==> src/core/bts_pkg.sv <==
// constants, register map and types of the burst trigger sequencer
package bts_pkg;

  // ***********************
  // register byte offsets
  // ***********************
  localparam logic [11:0] ctrl_off = 12'h000;
  localparam logic [11:0] ncyc_off = 12'h004;
  localparam logic [11:0] per_off = 12'h008;
  localparam logic [11:0] dly_off = 12'h00c;
  localparam logic [11:0] cnt_off = 12'h010;
  localparam logic [11:0] phase_off = 12'h014;
  localparam logic [11:0] offs_off = 12'h018;
  localparam logic [11:0] mtrig_off = 12'h01c;
  localparam logic [11:0] stat_off = 12'h020;

  // ***********************
  // control register fields
  // ***********************
  localparam int ctrl_en_bit = 0;
  localparam int ctrl_gated_bit = 1;
  localparam int ctrl_src_lsb = 2;
  localparam int ctrl_gpol_bit = 4;
  localparam int ctrl_fall_bit = 5;
  localparam int ctrl_tout_lsb = 6;
  localparam int ctrl_hold_lsb = 8;
  localparam int ctrl_inf_bit = 10;

  // ***********************
  // reset values
  // ***********************
  localparam logic [31:0] ctrl_rst = 32'h0000_0000;
  localparam logic [31:0] ncyc_rst = 32'h0000_0001;
  localparam logic [31:0] per_rst = 32'h0000_03e8;
  localparam logic [31:0] cnt_rst = 32'h0000_0001;

  // ***********************
  // timing
  // ***********************
  localparam int clk_mhz = 50;
  localparam int min_lat_ns = 100;
  // least time rounds up to whole cycles
  localparam int min_lat_cyc = (min_lat_ns * clk_mhz + 999) / 1000;
  localparam logic [31:0] min_dly = 32'(min_lat_cyc);

  // ***********************
  // types
  // ***********************
  typedef enum logic [1:0] {src_int, src_ext, src_man} bts_src_t;
  typedef enum logic [1:0] {tout_off, tout_up, tout_down} bts_tout_t;
  typedef enum logic [1:0] {hold_start, hold_end, hold_mid} bts_hold_t;
  typedef enum {st_idle, st_delay, st_burst, st_gap} bts_state_t;

endpackage // bts_pkg

==> src/core/bts_carrier_if.sv <==
// carrier control bundle between sequencer and phase accumulator
`timescale 1ns/10ps
interface bts_carrier_if;
  logic load;
  logic run;
  logic [31:0] phase;
  logic [31:0] step;
  logic wrap;
  logic [31:0] sample;
  modport seq (output load, run, phase, step, input wrap, sample);
  modport acc (input load, run, phase, step, output wrap, sample);
endinterface // bts_carrier_if

==> src/core/bts_phase_acc.sv <==
// carrier phase accumulator with cycle wrap pulse
`timescale 1ns/10ps
module bts_phase_acc
(
  // clock and reset
  input wire logic pclk,
  input wire logic presetn,
  // carrier control
  bts_carrier_if.acc car
);

  logic [31:0] acc;
  logic [31:0] base;
  logic [32:0] sum;

  assign sum = {1'b0, acc} + {1'b0, car.step};

  // acc counts from zero at each head, so a carry marks a whole cycle
  // whatever the start phase; base adds the start phase back on
  always_ff @(posedge pclk or negedge presetn)
  begin
    if (!presetn)
    begin
      acc <= 32'h0;
      base <= 32'h0;
    end
    else if (car.load)
    begin
      acc <= 32'h0;
      base <= car.phase;
    end
    else if (car.run)
    begin
      acc <= sum[31:0];
    end
  end

  // sample is the phase word; waveform lookup lives downstream
  assign car.sample = acc + base;
  // carry of the step that closes a cycle: the sample now shown is the
  // last one of that cycle, so stopping here keeps cycles whole
  assign car.wrap = car.run && sum[32];

endmodule // bts_phase_acc

==> src/core/bts_sequencer.sv <==
// burst trigger sequencer top with apb register file
// How it works
// - counted bursts emit a set number of whole cycles, gated bursts run only while the gate is active.
// - the internal source starts bursts from a timer spaced by the burst period.
// - the external trigger source launches one sequence per qualifying edge seen while idle.
// - the external gate source uses the input level to decide carrier output.
// - each manual trigger request made while idle launches exactly one burst sequence; requests while busy are ignored.
// - every burst starts with the carrier at the programmed start phase.
// - only the counted type uses the cycle count setting.
// - an infinite cycle count runs the carrier continuously after a trigger.
// - several trains from one trigger are spaced by the burst period.
// - positive gate polarity passes while high, negative while low.
// - a programmable delay precedes the burst, clamped to the least latency.
// - with internal or manual source a trigger output is up, down or off.
// - the trigger output edge coincides with the sequence start.
// - with external source a setting picks rising or falling edge.
// - between bursts the output holds start sample, end sample or offset.
`timescale 1ns/10ps
module bts_sequencer
(
  // clock and reset
  input wire logic pclk,
  input wire logic presetn,
  // apb slave
  input wire logic psel,
  input wire logic penable,
  input wire logic pwrite,
  input wire logic [11:0] paddr,
  input wire logic [31:0] pwdata,
  output logic [31:0] prdata,
  output logic pready,
  output logic pslverr,
  // link
  input wire logic ext_in,
  input wire logic [31:0] carrier_step,
  output logic [31:0] wave_out,
  output logic wave_active,
  output logic trig_out
);

  // *************************
  // registers
  // *************************
  logic [31:0] ctrl, ncyc, per, dly, cnt, phase, offs;
  logic man_req;
  bts_pkg::bts_state_t state;
  logic [31:0] cyc_left, trains_left, tmr, per_tmr;
  logic ext_q, gate_on, trig_ev, busy, wr, rd, hit;
  logic [31:0] end_sample;
  bts_pkg::bts_src_t src;
  bts_pkg::bts_tout_t tmode;
  bts_pkg::bts_hold_t hmode;
  logic gated, infinite, seq_start;

  bts_carrier_if car ();

  bts_phase_acc u_acc
  (
    .pclk(pclk),
    .presetn(presetn),
    .car(car)
  );

  function automatic logic [31:0] dec(input logic [31:0] v);
    dec = (v == 32'h0) ? 32'h0 : v - 32'h1;
  endfunction

  assign src = bts_pkg::bts_src_t'(ctrl[bts_pkg::ctrl_src_lsb +: 2]);
  assign tmode = bts_pkg::bts_tout_t'(ctrl[bts_pkg::ctrl_tout_lsb +: 2]);
  assign hmode = bts_pkg::bts_hold_t'(ctrl[bts_pkg::ctrl_hold_lsb +: 2]);
  assign gated = ctrl[bts_pkg::ctrl_gated_bit];
  assign infinite = ctrl[bts_pkg::ctrl_inf_bit];

  // *************************
  // apb slave
  // *************************
  // zero wait states; unmapped addresses answer with pslverr
  assign pready = 1'b1;
  assign wr = psel && penable && pwrite;
  assign rd = psel && penable && !pwrite;
  always_comb
  begin
    hit = 1'b1;
    case (paddr)
      bts_pkg::ctrl_off: hit = 1'b1;
      bts_pkg::ncyc_off: hit = 1'b1;
      bts_pkg::per_off: hit = 1'b1;
      bts_pkg::dly_off: hit = 1'b1;
      bts_pkg::cnt_off: hit = 1'b1;
      bts_pkg::phase_off: hit = 1'b1;
      bts_pkg::offs_off: hit = 1'b1;
      bts_pkg::mtrig_off: hit = 1'b1;
      bts_pkg::stat_off: hit = 1'b1;
      default: hit = 1'b0;
    endcase
  end
  assign pslverr = psel && penable && !hit;

  always_ff @(posedge pclk or negedge presetn)
  begin
    if (!presetn)
    begin
      ctrl <= bts_pkg::ctrl_rst;
      ncyc <= bts_pkg::ncyc_rst;
      per <= bts_pkg::per_rst;
      dly <= bts_pkg::min_dly;
      cnt <= bts_pkg::cnt_rst;
      phase <= 32'h0;
      offs <= 32'h0;
    end
    else if (wr)
    begin
      case (paddr)
        bts_pkg::ctrl_off: ctrl <= pwdata;
        bts_pkg::ncyc_off: ncyc <= pwdata;
        bts_pkg::per_off: per <= pwdata;
        // delays below hardware latency are raised to it
        bts_pkg::dly_off: dly <= (pwdata < bts_pkg::min_dly) ?
          bts_pkg::min_dly : pwdata;
        bts_pkg::cnt_off: cnt <= pwdata;
        bts_pkg::phase_off: phase <= pwdata;
        bts_pkg::offs_off: offs <= pwdata;
        default: ;
      endcase
    end
  end

  // manual trigger is a one-cycle pulse from a write of bit 0
  always_ff @(posedge pclk or negedge presetn)
  begin
    if (!presetn)
      man_req <= 1'b0;
    else
      man_req <= wr && paddr == bts_pkg::mtrig_off && pwdata[0];
  end

  always_ff @(posedge pclk or negedge presetn)
  begin
    if (!presetn)
      prdata <= 32'h0;
    else if (psel && !penable && !pwrite)
    begin
      case (paddr)
        bts_pkg::ctrl_off: prdata <= ctrl;
        bts_pkg::ncyc_off: prdata <= ncyc;
        bts_pkg::per_off: prdata <= per;
        bts_pkg::dly_off: prdata <= dly;
        bts_pkg::cnt_off: prdata <= cnt;
        bts_pkg::phase_off: prdata <= phase;
        bts_pkg::offs_off: prdata <= offs;
        bts_pkg::stat_off: prdata <= {28'h0, gate_on, wave_active,
          busy, ext_q};
        default: prdata <= 32'h0;
      endcase
    end
  end

  // *************************
  // trigger qualification
  // *************************
  always_ff @(posedge pclk or negedge presetn)
  begin
    if (!presetn)
      ext_q <= 1'b0;
    else
      ext_q <= ext_in;
  end

  always_comb
  begin
    trig_ev = 1'b0;
    case (src)
      bts_pkg::src_ext: trig_ev = ctrl[bts_pkg::ctrl_fall_bit] ?
        (ext_q && !ext_in) : (!ext_q && ext_in);
      bts_pkg::src_man: trig_ev = man_req;
      default: trig_ev = 1'b0;
    endcase
  end

  // gate polarity selects active level
  assign gate_on = (ext_in == !ctrl[bts_pkg::ctrl_gpol_bit]);

  // *************************
  // burst sequencer
  // *************************
  assign busy = state != bts_pkg::st_idle;
  assign seq_start = car.load && !gated &&
    (state == bts_pkg::st_delay || src == bts_pkg::src_int);

  always_ff @(posedge pclk or negedge presetn)
  begin
    if (!presetn)
    begin
      state <= bts_pkg::st_idle;
      tmr <= 32'h0;
      cyc_left <= 32'h0;
      trains_left <= 32'h0;
    end
    else if (!ctrl[bts_pkg::ctrl_en_bit] || gated)
    begin
      state <= bts_pkg::st_idle;
    end
    else
    begin
      case (state)
        bts_pkg::st_idle:
        begin
          // internal source runs free; others wait for a trigger
          if (src == bts_pkg::src_int || trig_ev)
          begin
            state <= bts_pkg::st_delay;
            tmr <= dly;
            trains_left <= (src == bts_pkg::src_int) ? 32'h1 : cnt;
          end
        end
        bts_pkg::st_delay:
        begin
          tmr <= dec(tmr);
          if (tmr <= 32'h1)
          begin
            state <= bts_pkg::st_burst;
            cyc_left <= ncyc;
          end
        end
        bts_pkg::st_burst:
        begin
          // stop only at a carrier wrap, so cycles stay whole
          if (car.wrap && !infinite)
          begin
            cyc_left <= dec(cyc_left);
            if (cyc_left <= 32'h1)
            begin
              trains_left <= dec(trains_left);
              if (src == bts_pkg::src_int || trains_left > 32'h1)
                state <= bts_pkg::st_gap;
              else
                state <= bts_pkg::st_idle;
            end
          end
        end
        bts_pkg::st_gap:
        begin
          // next head comes one burst period after the last one
          if (per_tmr <= 32'h1)
          begin
            state <= bts_pkg::st_burst;
            cyc_left <= ncyc;
          end
        end
        default: state <= bts_pkg::st_idle;
      endcase
    end
  end

  // burst period timer counts from each burst start
  always_ff @(posedge pclk or negedge presetn)
  begin
    if (!presetn)
      per_tmr <= 32'h0;
    else if (car.load)
      per_tmr <= per;
    else
      per_tmr <= dec(per_tmr);
  end

  // *************************
  // carrier control
  // *************************
  // load start phase at every burst head, including gate openings
  always_comb
  begin
    car.load = 1'b0;
    car.run = 1'b0;
    if (gated)
    begin
      car.load = ctrl[bts_pkg::ctrl_en_bit] && !gate_on;
      car.run = ctrl[bts_pkg::ctrl_en_bit] && gate_on;
    end
    else
    begin
      car.load = (state == bts_pkg::st_delay && tmr <= 32'h1) ||
        (state == bts_pkg::st_gap && per_tmr <= 32'h1);
      car.run = state == bts_pkg::st_burst;
    end
    car.phase = phase;
    car.step = carrier_step;
  end

  // last carrier sample of a burst, for the end hold value
  always_ff @(posedge pclk or negedge presetn)
  begin
    if (!presetn)
      end_sample <= 32'h0;
    else if (car.run)
      end_sample <= car.sample;
  end

  // *************************
  // outputs
  // *************************
  always_ff @(posedge pclk or negedge presetn)
  begin
    if (!presetn)
    begin
      wave_out <= 32'h0;
      wave_active <= 1'b0;
    end
    else
    begin
      wave_active <= car.run;
      if (car.run)
        wave_out <= car.sample;
      else
      begin
        case (hmode)
          bts_pkg::hold_start: wave_out <= phase;
          bts_pkg::hold_end: wave_out <= end_sample;
          bts_pkg::hold_mid: wave_out <= offs;
          default: wave_out <= phase;
        endcase
      end
    end
  end

  // trigger output rises (up) or falls (down) at sequence start and turns back half a burst period after each burst start
  always_ff @(posedge pclk or negedge presetn)
  begin
    if (!presetn)
      trig_out <= 1'b0;
    else if (src == bts_pkg::src_ext || tmode == bts_pkg::tout_off)
      trig_out <= 1'b0;
    else if (seq_start)
      trig_out <= (tmode == bts_pkg::tout_up);
    else if (per_tmr == {1'b0, per[31:1]})
      trig_out <= (tmode != bts_pkg::tout_up);
  end

endmodule // bts_sequencer

==> config.mk <==
export PLATFORM = sky130hd
export DESIGN_NAME = bts_sequencer
export DESIGN_NICKNAME = d
export VERILOG_FILES = /design/src/core/bts_pkg.sv /design/src/core/bts_carrier_if.sv /design/src/core/bts_phase_acc.sv /design/src/core/bts_sequencer.sv
export SDC_FILE = /design/constraint.sdc
export NUM_CORES = 1
export LEC_CHECK = 0
export BUFFER_PORTS_ARGS = -buffer_cell sky130_fd_sc_hd__clkbuf_2
export CORE_MARGIN = 1
export CORE_UTILIZATION = 56
export DETAILED_ROUTE_END_ITERATION = 12
export PLACE_DENSITY = 0.82
export SETUP_SLACK_MARGIN = 0.05
export SLEW_MARGIN = 25
export SYNTH_ARGS = -nofsm -noshare
export SYNTH_HDL_FRONTEND = slang
export SYNTH_HIERARCHICAL = 1
export SYNTH_SLANG_ARGS = --single-unit
==> constraint.sdc <==
create_clock -name pclk -period 3.63 [get_ports pclk]
set_clock_uncertainty 0.15 [all_clocks]
set_input_delay 0.363 -clock pclk [delete_from_list [all_inputs] [get_ports pclk]]
set_output_delay 0.363 -clock pclk [all_outputs]
set_load 0.03 [all_outputs]
# Word-level counts from Yosys, hierarchy flattened
# Index checks and enable logic that the tools add are counted.
# W data, S select, Z words.
# op_classes
reduce_logical	59
bitwise	1
eq_ne	32
order_cmp	5
muxes	38
addsub	6
# op_table
op	count
$mux W32	23
$pmux W32 S8	1
$pmux W32 S2	3
$logic_not A32 Y1	5
$pmux W32 S4	1
$sub A32 B1 Y32 const B	4
$eq A32 B2 Y1 const B	3
$le A32 B1 Y1 const B	3
$pmux W32 S3	1
$eq A32 B3 Y1 const B	2
$eq A12 B5 Y1 const B	4
$add A32 B32 Y33	1
$add A32 B32 Y32	1
$eq A32 B1 Y1 const B	1
$eq A32 B31 Y1	1
$gt A32 B1 Y1 const B	1
$lt A32 B3 Y1 const B	1
$reduce_bool A32 Y1	1
$eq A12 B4 Y1 const B	2
$logic_and A1 B1 Y1	17
$ne A3 B3 Y1 const B	5
$reduce_and A5 Y1	3
$reduce_and A2 Y1	7
$eq A12 B3 Y1 const B	1
18 further kinds	49
# word_totals
in_bits	82
register_bits	548

# Logic depth before layout (Yosys ltp)
# logic_depth
word_depth	9
mapped_depth	19

# Hierarchy
# Netlist, hierarchy kept.
# by_module_without_submodules
mod	area_per_inst_um2	instances	cells_each
bts_sequencer	22535.4	1	2152
bts_phase_acc	5516.5	1	616

# Least setup slack after synthesis
# No wires, ideal clock.
# synth_timing
path_kind	input-to-reg
startpoint	in carrier_step[0]
endpoint	reg trains_left[4]
n_path_buf	1
setup_ps	121
slack_ps	-240
t_arrival_ps	3599
path_stages	19
path_cell_list	ha_1 inv_1 fa_1 nor2b_1 o31a_1 o31a_1 or3_1 a221oi_2 a21o_1 a21oi_1 o211ai_1 a21oi_1 nor2b_1 nor4b_1 nand4_1 o22ai_1 clkbuf_1 o21ai_0 a22o_1
# synth_between
elab_chain_len	5
# synth_rtl
item	line	text
start, declared	bts_sequencer.sv:35	input wire logic [31:0] carrier_step,
$add A32 B32 Y33	bts_phase_acc.sv:16	assign sum = {1'b0, acc} + {1'b0, car.step};
$logic_and A1 B1 Y1	bts_phase_acc.sv:42	assign car.wrap = car.run && sum[32];
via car.wrap	bts_carrier_if.sv:8	logic wrap;
$logic_and A1 B1 Y1	bts_sequencer.sv:228	if (car.wrap && !infinite)
$ne A2 B2 Y1 (no source line)	-	
$reduce_and A5 Y1 (no source line)	-	
end signal, assigned	bts_sequencer.sv:213	trains_left <= (src == bts_pkg::src_int) ? 32'h1 : cnt;
end signal, assigned	bts_sequencer.sv:233	trains_left <= dec(trains_left);
end, declared	bts_sequencer.sv:47	logic [31:0] cyc_left, trains_left, tmr, per_tmr;
# The timed path passes the listed nets, and every way through them passes these cells.
# A chain may end at the register's enable or synchronous reset.

# Worst setup path after layout
# layout_timing
startpoint	reg u_acc.acc[0]
endpoint	reg trains_left[7]
# layout_between
elab_chain_len	5
# layout_rtl
item	line	text
start, declared	bts_phase_acc.sv:12	logic [31:0] acc;
start signal, assigned	bts_phase_acc.sv:34	acc <= sum[31:0];
$add A32 B32 Y33	bts_phase_acc.sv:16	
$logic_and A1 B1 Y1	bts_phase_acc.sv:42	
via car.wrap	bts_carrier_if.sv:8	
$logic_and A1 B1 Y1	bts_sequencer.sv:228	
$ne A2 B2 Y1 (no source line)	-	
$reduce_and A5 Y1 (no source line)	-	
# The timed path passes the listed nets, and every way through them passes these cells.

==> metrics.cfg <==
[run_status]
status = complete, but fails checks
violations = setup timing

[clock_network]
clock_latency_ns = 0.62
cts.sinks = 518
clk_pin_slew_worst_paths_ns = 0.06
h-tree-depth = 2
cts_buffers = 55
clk_path_buf_depth = 3
cts_tree = built
cts_root_buf = clkbuf_16

[detailed_routing]
dr_total_vias = 24920
routed_wl_mm = 91.84
drt_iter0_drc = 3037
antenna_left = 0
drcViolationCount = 0
wire_per_inst_um = 24.66
firstDrtPassIters = 6
via_per_inst = 6.690

[sta]
finalHoldViolCount = 0
worst_slew_pin_slew_ns = 1.088
fin_crit_sh_pct = 119.9
drv_slew = 0
holdWs_ns = 0.01567
max_freq_ghz = 0.2297
rsz0062_at_grt = true
fin_crit_ns = 4.354
layout_setup_ws_ns = -0.7239
worst_slew_margin_rel_pct = 27.40
setup_viol = 66

[floorplanning]
ioPinCount = 150
start_util_pct = 57.07
rows = 81
chipWidth_um = 225.8
coreArea_sq_um = 49150
dieArea_sq_um = 50990
die_h_um = 225.8

[power_and_ir_drop]
p_leak_nw = 15.07
switchingPower_mw = 3.360
power_frac_comb_pct = 9.3
p_seq_share_pct = 45.7
ir_drop_uv = 372.1
internal_power_mw = 9.983
cellPowerDensity_nw_per_um2 = 402.1
p_sw_share_pct = 25.18
power_frac_clock_pct = 45.0

[setup_path]
critPathLaunchType = flop
critPathMaxFanout = 7
crit_start = u_acc/acc[0]
r2r-start = u_acc/acc[0]
required_ns = 4.01
path_class = reg -> reg
end_kind = flop
crit_arrival_ns = 4.74

[synth]
synth.net_count = 2931
netlist_area_sq_um = 28050
async_reset_ff_share_pct = 100.0
synth_edf_count = 0
ys.flop_type = dfrtp_1
syn_inst = 2768
yosys_warnings = 6
avgSynthCellArea_sq_um = 10.13
ys_ff_latch = 518
ys_seq_area_share_pct = 46.25
synthDistinctLibCells = 95

[min_path]
hold_class = in -> reg
hp-start = pwrite

[grt]
grtUsageTotal_pct = 36.15
antenna_found_initial = 1
grt_pass1_wl_mm = 142.3
overflow = 0
grt_max_degree = 101
grt_pass1_vias = 24530

[finish]
n_antenna_cell = 0
fillers = 3618
drive_gt1_share_pct = 25.02
finalNetCount = 3182
syn2layout_area_growth_pct = 18.30

[place]
numPortBuffers = 148
place_ws_ns = -0.7515
detailed_place_hpwl_mm = 64.89
place.gp.congestion = 1.010

[flow_run]
cap_viol_max_count = 0

-- kinds of logic (layout without fill, tap and decap cells) --
logic type,after synthesis,in the layout,share of synthesized area (%)
buffers and inverters,234,527,3.470
DFF,518,518,46.25
adders and majority gates,81,81,3.666
xor gates and xnor gates,111,111,3.466
AOI/OAI and AO/OA,795,795,19.42
and+or+nand+nor,770,770,13.43
muxes,258,258,10.29
other,1,1,0.01337
-- routing by layer --
layer | part of all wire [%] | vias to the layer above | track usage, %
li1 | - | 10840 | -
met1 | 40 | 12360 | 48.11
met2 | 46 | 1461 | 57.44
met3 | 9.5 | 265 | 6.961
met4 | 4.5 | 0 | 16.02
met5 | 0 | - | 0
-- worst max-delay path: stages (launching register included) --
cell and delay [ns]:
dfrtp_1 0.38, ha_2 0.18, inv_2 0.06, fa_2 0.22, nor2b_4 0.05, o31a_1 0.28
o31a_1 0.27, or3_4 0.36, a221oi_4 0.27, a21o_1 0.19, a21oi_2 0.07, o211ai_1 0.18
a21oi_1 0.10, buf_4 0.17, nor2b_4 0.13, nor4b_4 0.13, nand4_1 0.11, buf_6 0.15
buf_6 0.10, a2bb2oi_4 0.26, buf_12 0.18, a21oi_1 0.05, o22ai_1 0.21
-- cells in the mapped netlist, types with 54 or more instances --
master    count  area, sq um
xnor2_1      81        709.4
nor2_1      178        668.1
o21ai_0     153        765.7
mux2_2      226         2545
a22o_1       75        656.9
nand2_1     270         1013
a21oi_1     146        730.7
inv_1        54        202.7
ha_1         79        988.5
dfrtp_1     508        12710
clkbuf_1    118        442.9
nor3_1       69        345.3
-- timing repair --
item,CTS,global route
pin swaps,13,21
hold endpoints to repair,130,0
setup buffers,10,10
gates cloned,8,1
resized for setup,46,30
endpoints found under the setup margin,67,76
hold buffers,16,0
-- final cells by class --
| type | instances | area [sq um] | area share [%] |
|---|---|---|---|
| inverter | 55 | 206.4 | 0.6221 |
| multi-input combinational | 2016 | 14420 | 43.46 |
| clock buffer | 79 | 1619 | 4.879 |
| timing repair buffer | 373 | 2846 | 8.578 |
| sequential | 518 | 12970 | 39.10 |
| tap | 664 | 830.8 | 2.504 |
| clock inverter | 20 | 285.3 | 0.8597 |
-- metrics by stage --
stage | TNS, ns | power [mW] | std cells | util (%) | cell area (sq um)
floorplan | 0 | 6.797 | 2768 | - | 28120
global placement | -27.12 | 7.349 | 3581 | 61.94 | 30450
detailed placement | -34.55 | 7.386 | 3581 | 61.94 | 30450
CTS | -29.12 | 13.35 | 3714 | 67.04 | 32950
global route | -43.25 | 13.70 | 3725 | 67.51 | 33180
finish | -35.08 | 13.34 | 3725 | 67.51 | 33180
-- placed cells by master, fill, tap and decap left out, types with 16 or more instances in the layout --
cell type / count
dlygate4sd3_1: 16
a31oi_1: 35
nand3_1: 33
xor2_1: 30
inv_1: 52
nor4_1: 45
a22o_1: 75
clkbuf_2: 147
mux2_2: 226
dfrtp_1: 508
a222oi_1: 32
o21ai_0: 141
a221oi_1: 32
o21ai_1: 34
or3_1: 17
and3_1: 20
a21o_1: 34
mux2_1: 17
a22oi_1: 46
nand2_1: 270
nor2_1: 175
ha_1: 76
buf_4: 174
xnor2_1: 81
nor3_1: 69
clkbuf_16: 58
a21oi_1: 141
o22ai_1: 30
nand4_1: 32
a32oi_1: 18
o31ai_1: 45
-- power groups by stage --
stage               sequential (mW)  combinational, mW  clock, mW
floorplan                      6.25              0.543          0
global placement               6.18               1.17          0
detailed placement             6.19               1.20          0
CTS                            6.09               1.23       6.03
global route                   6.10               1.35       6.25
finish                         6.10               1.24       6.00
-- final timing paths --
path | endpoint | slack [ns] | depth (start not counted)
max reg2reg | trains_left[7] | -0.72 | 22
min reg2reg | end_sample[18] | 0.33 | 2
max | trains_left[7] | -0.72 | 22
min in group asynchronous | cnt[8] | 0.26 | 2
max in group asynchronous | dly[28] | 2.08 | 3
min | prdata[8] | 0.02 | 3
Note: power is estimated with default switching activity, not from simulation.
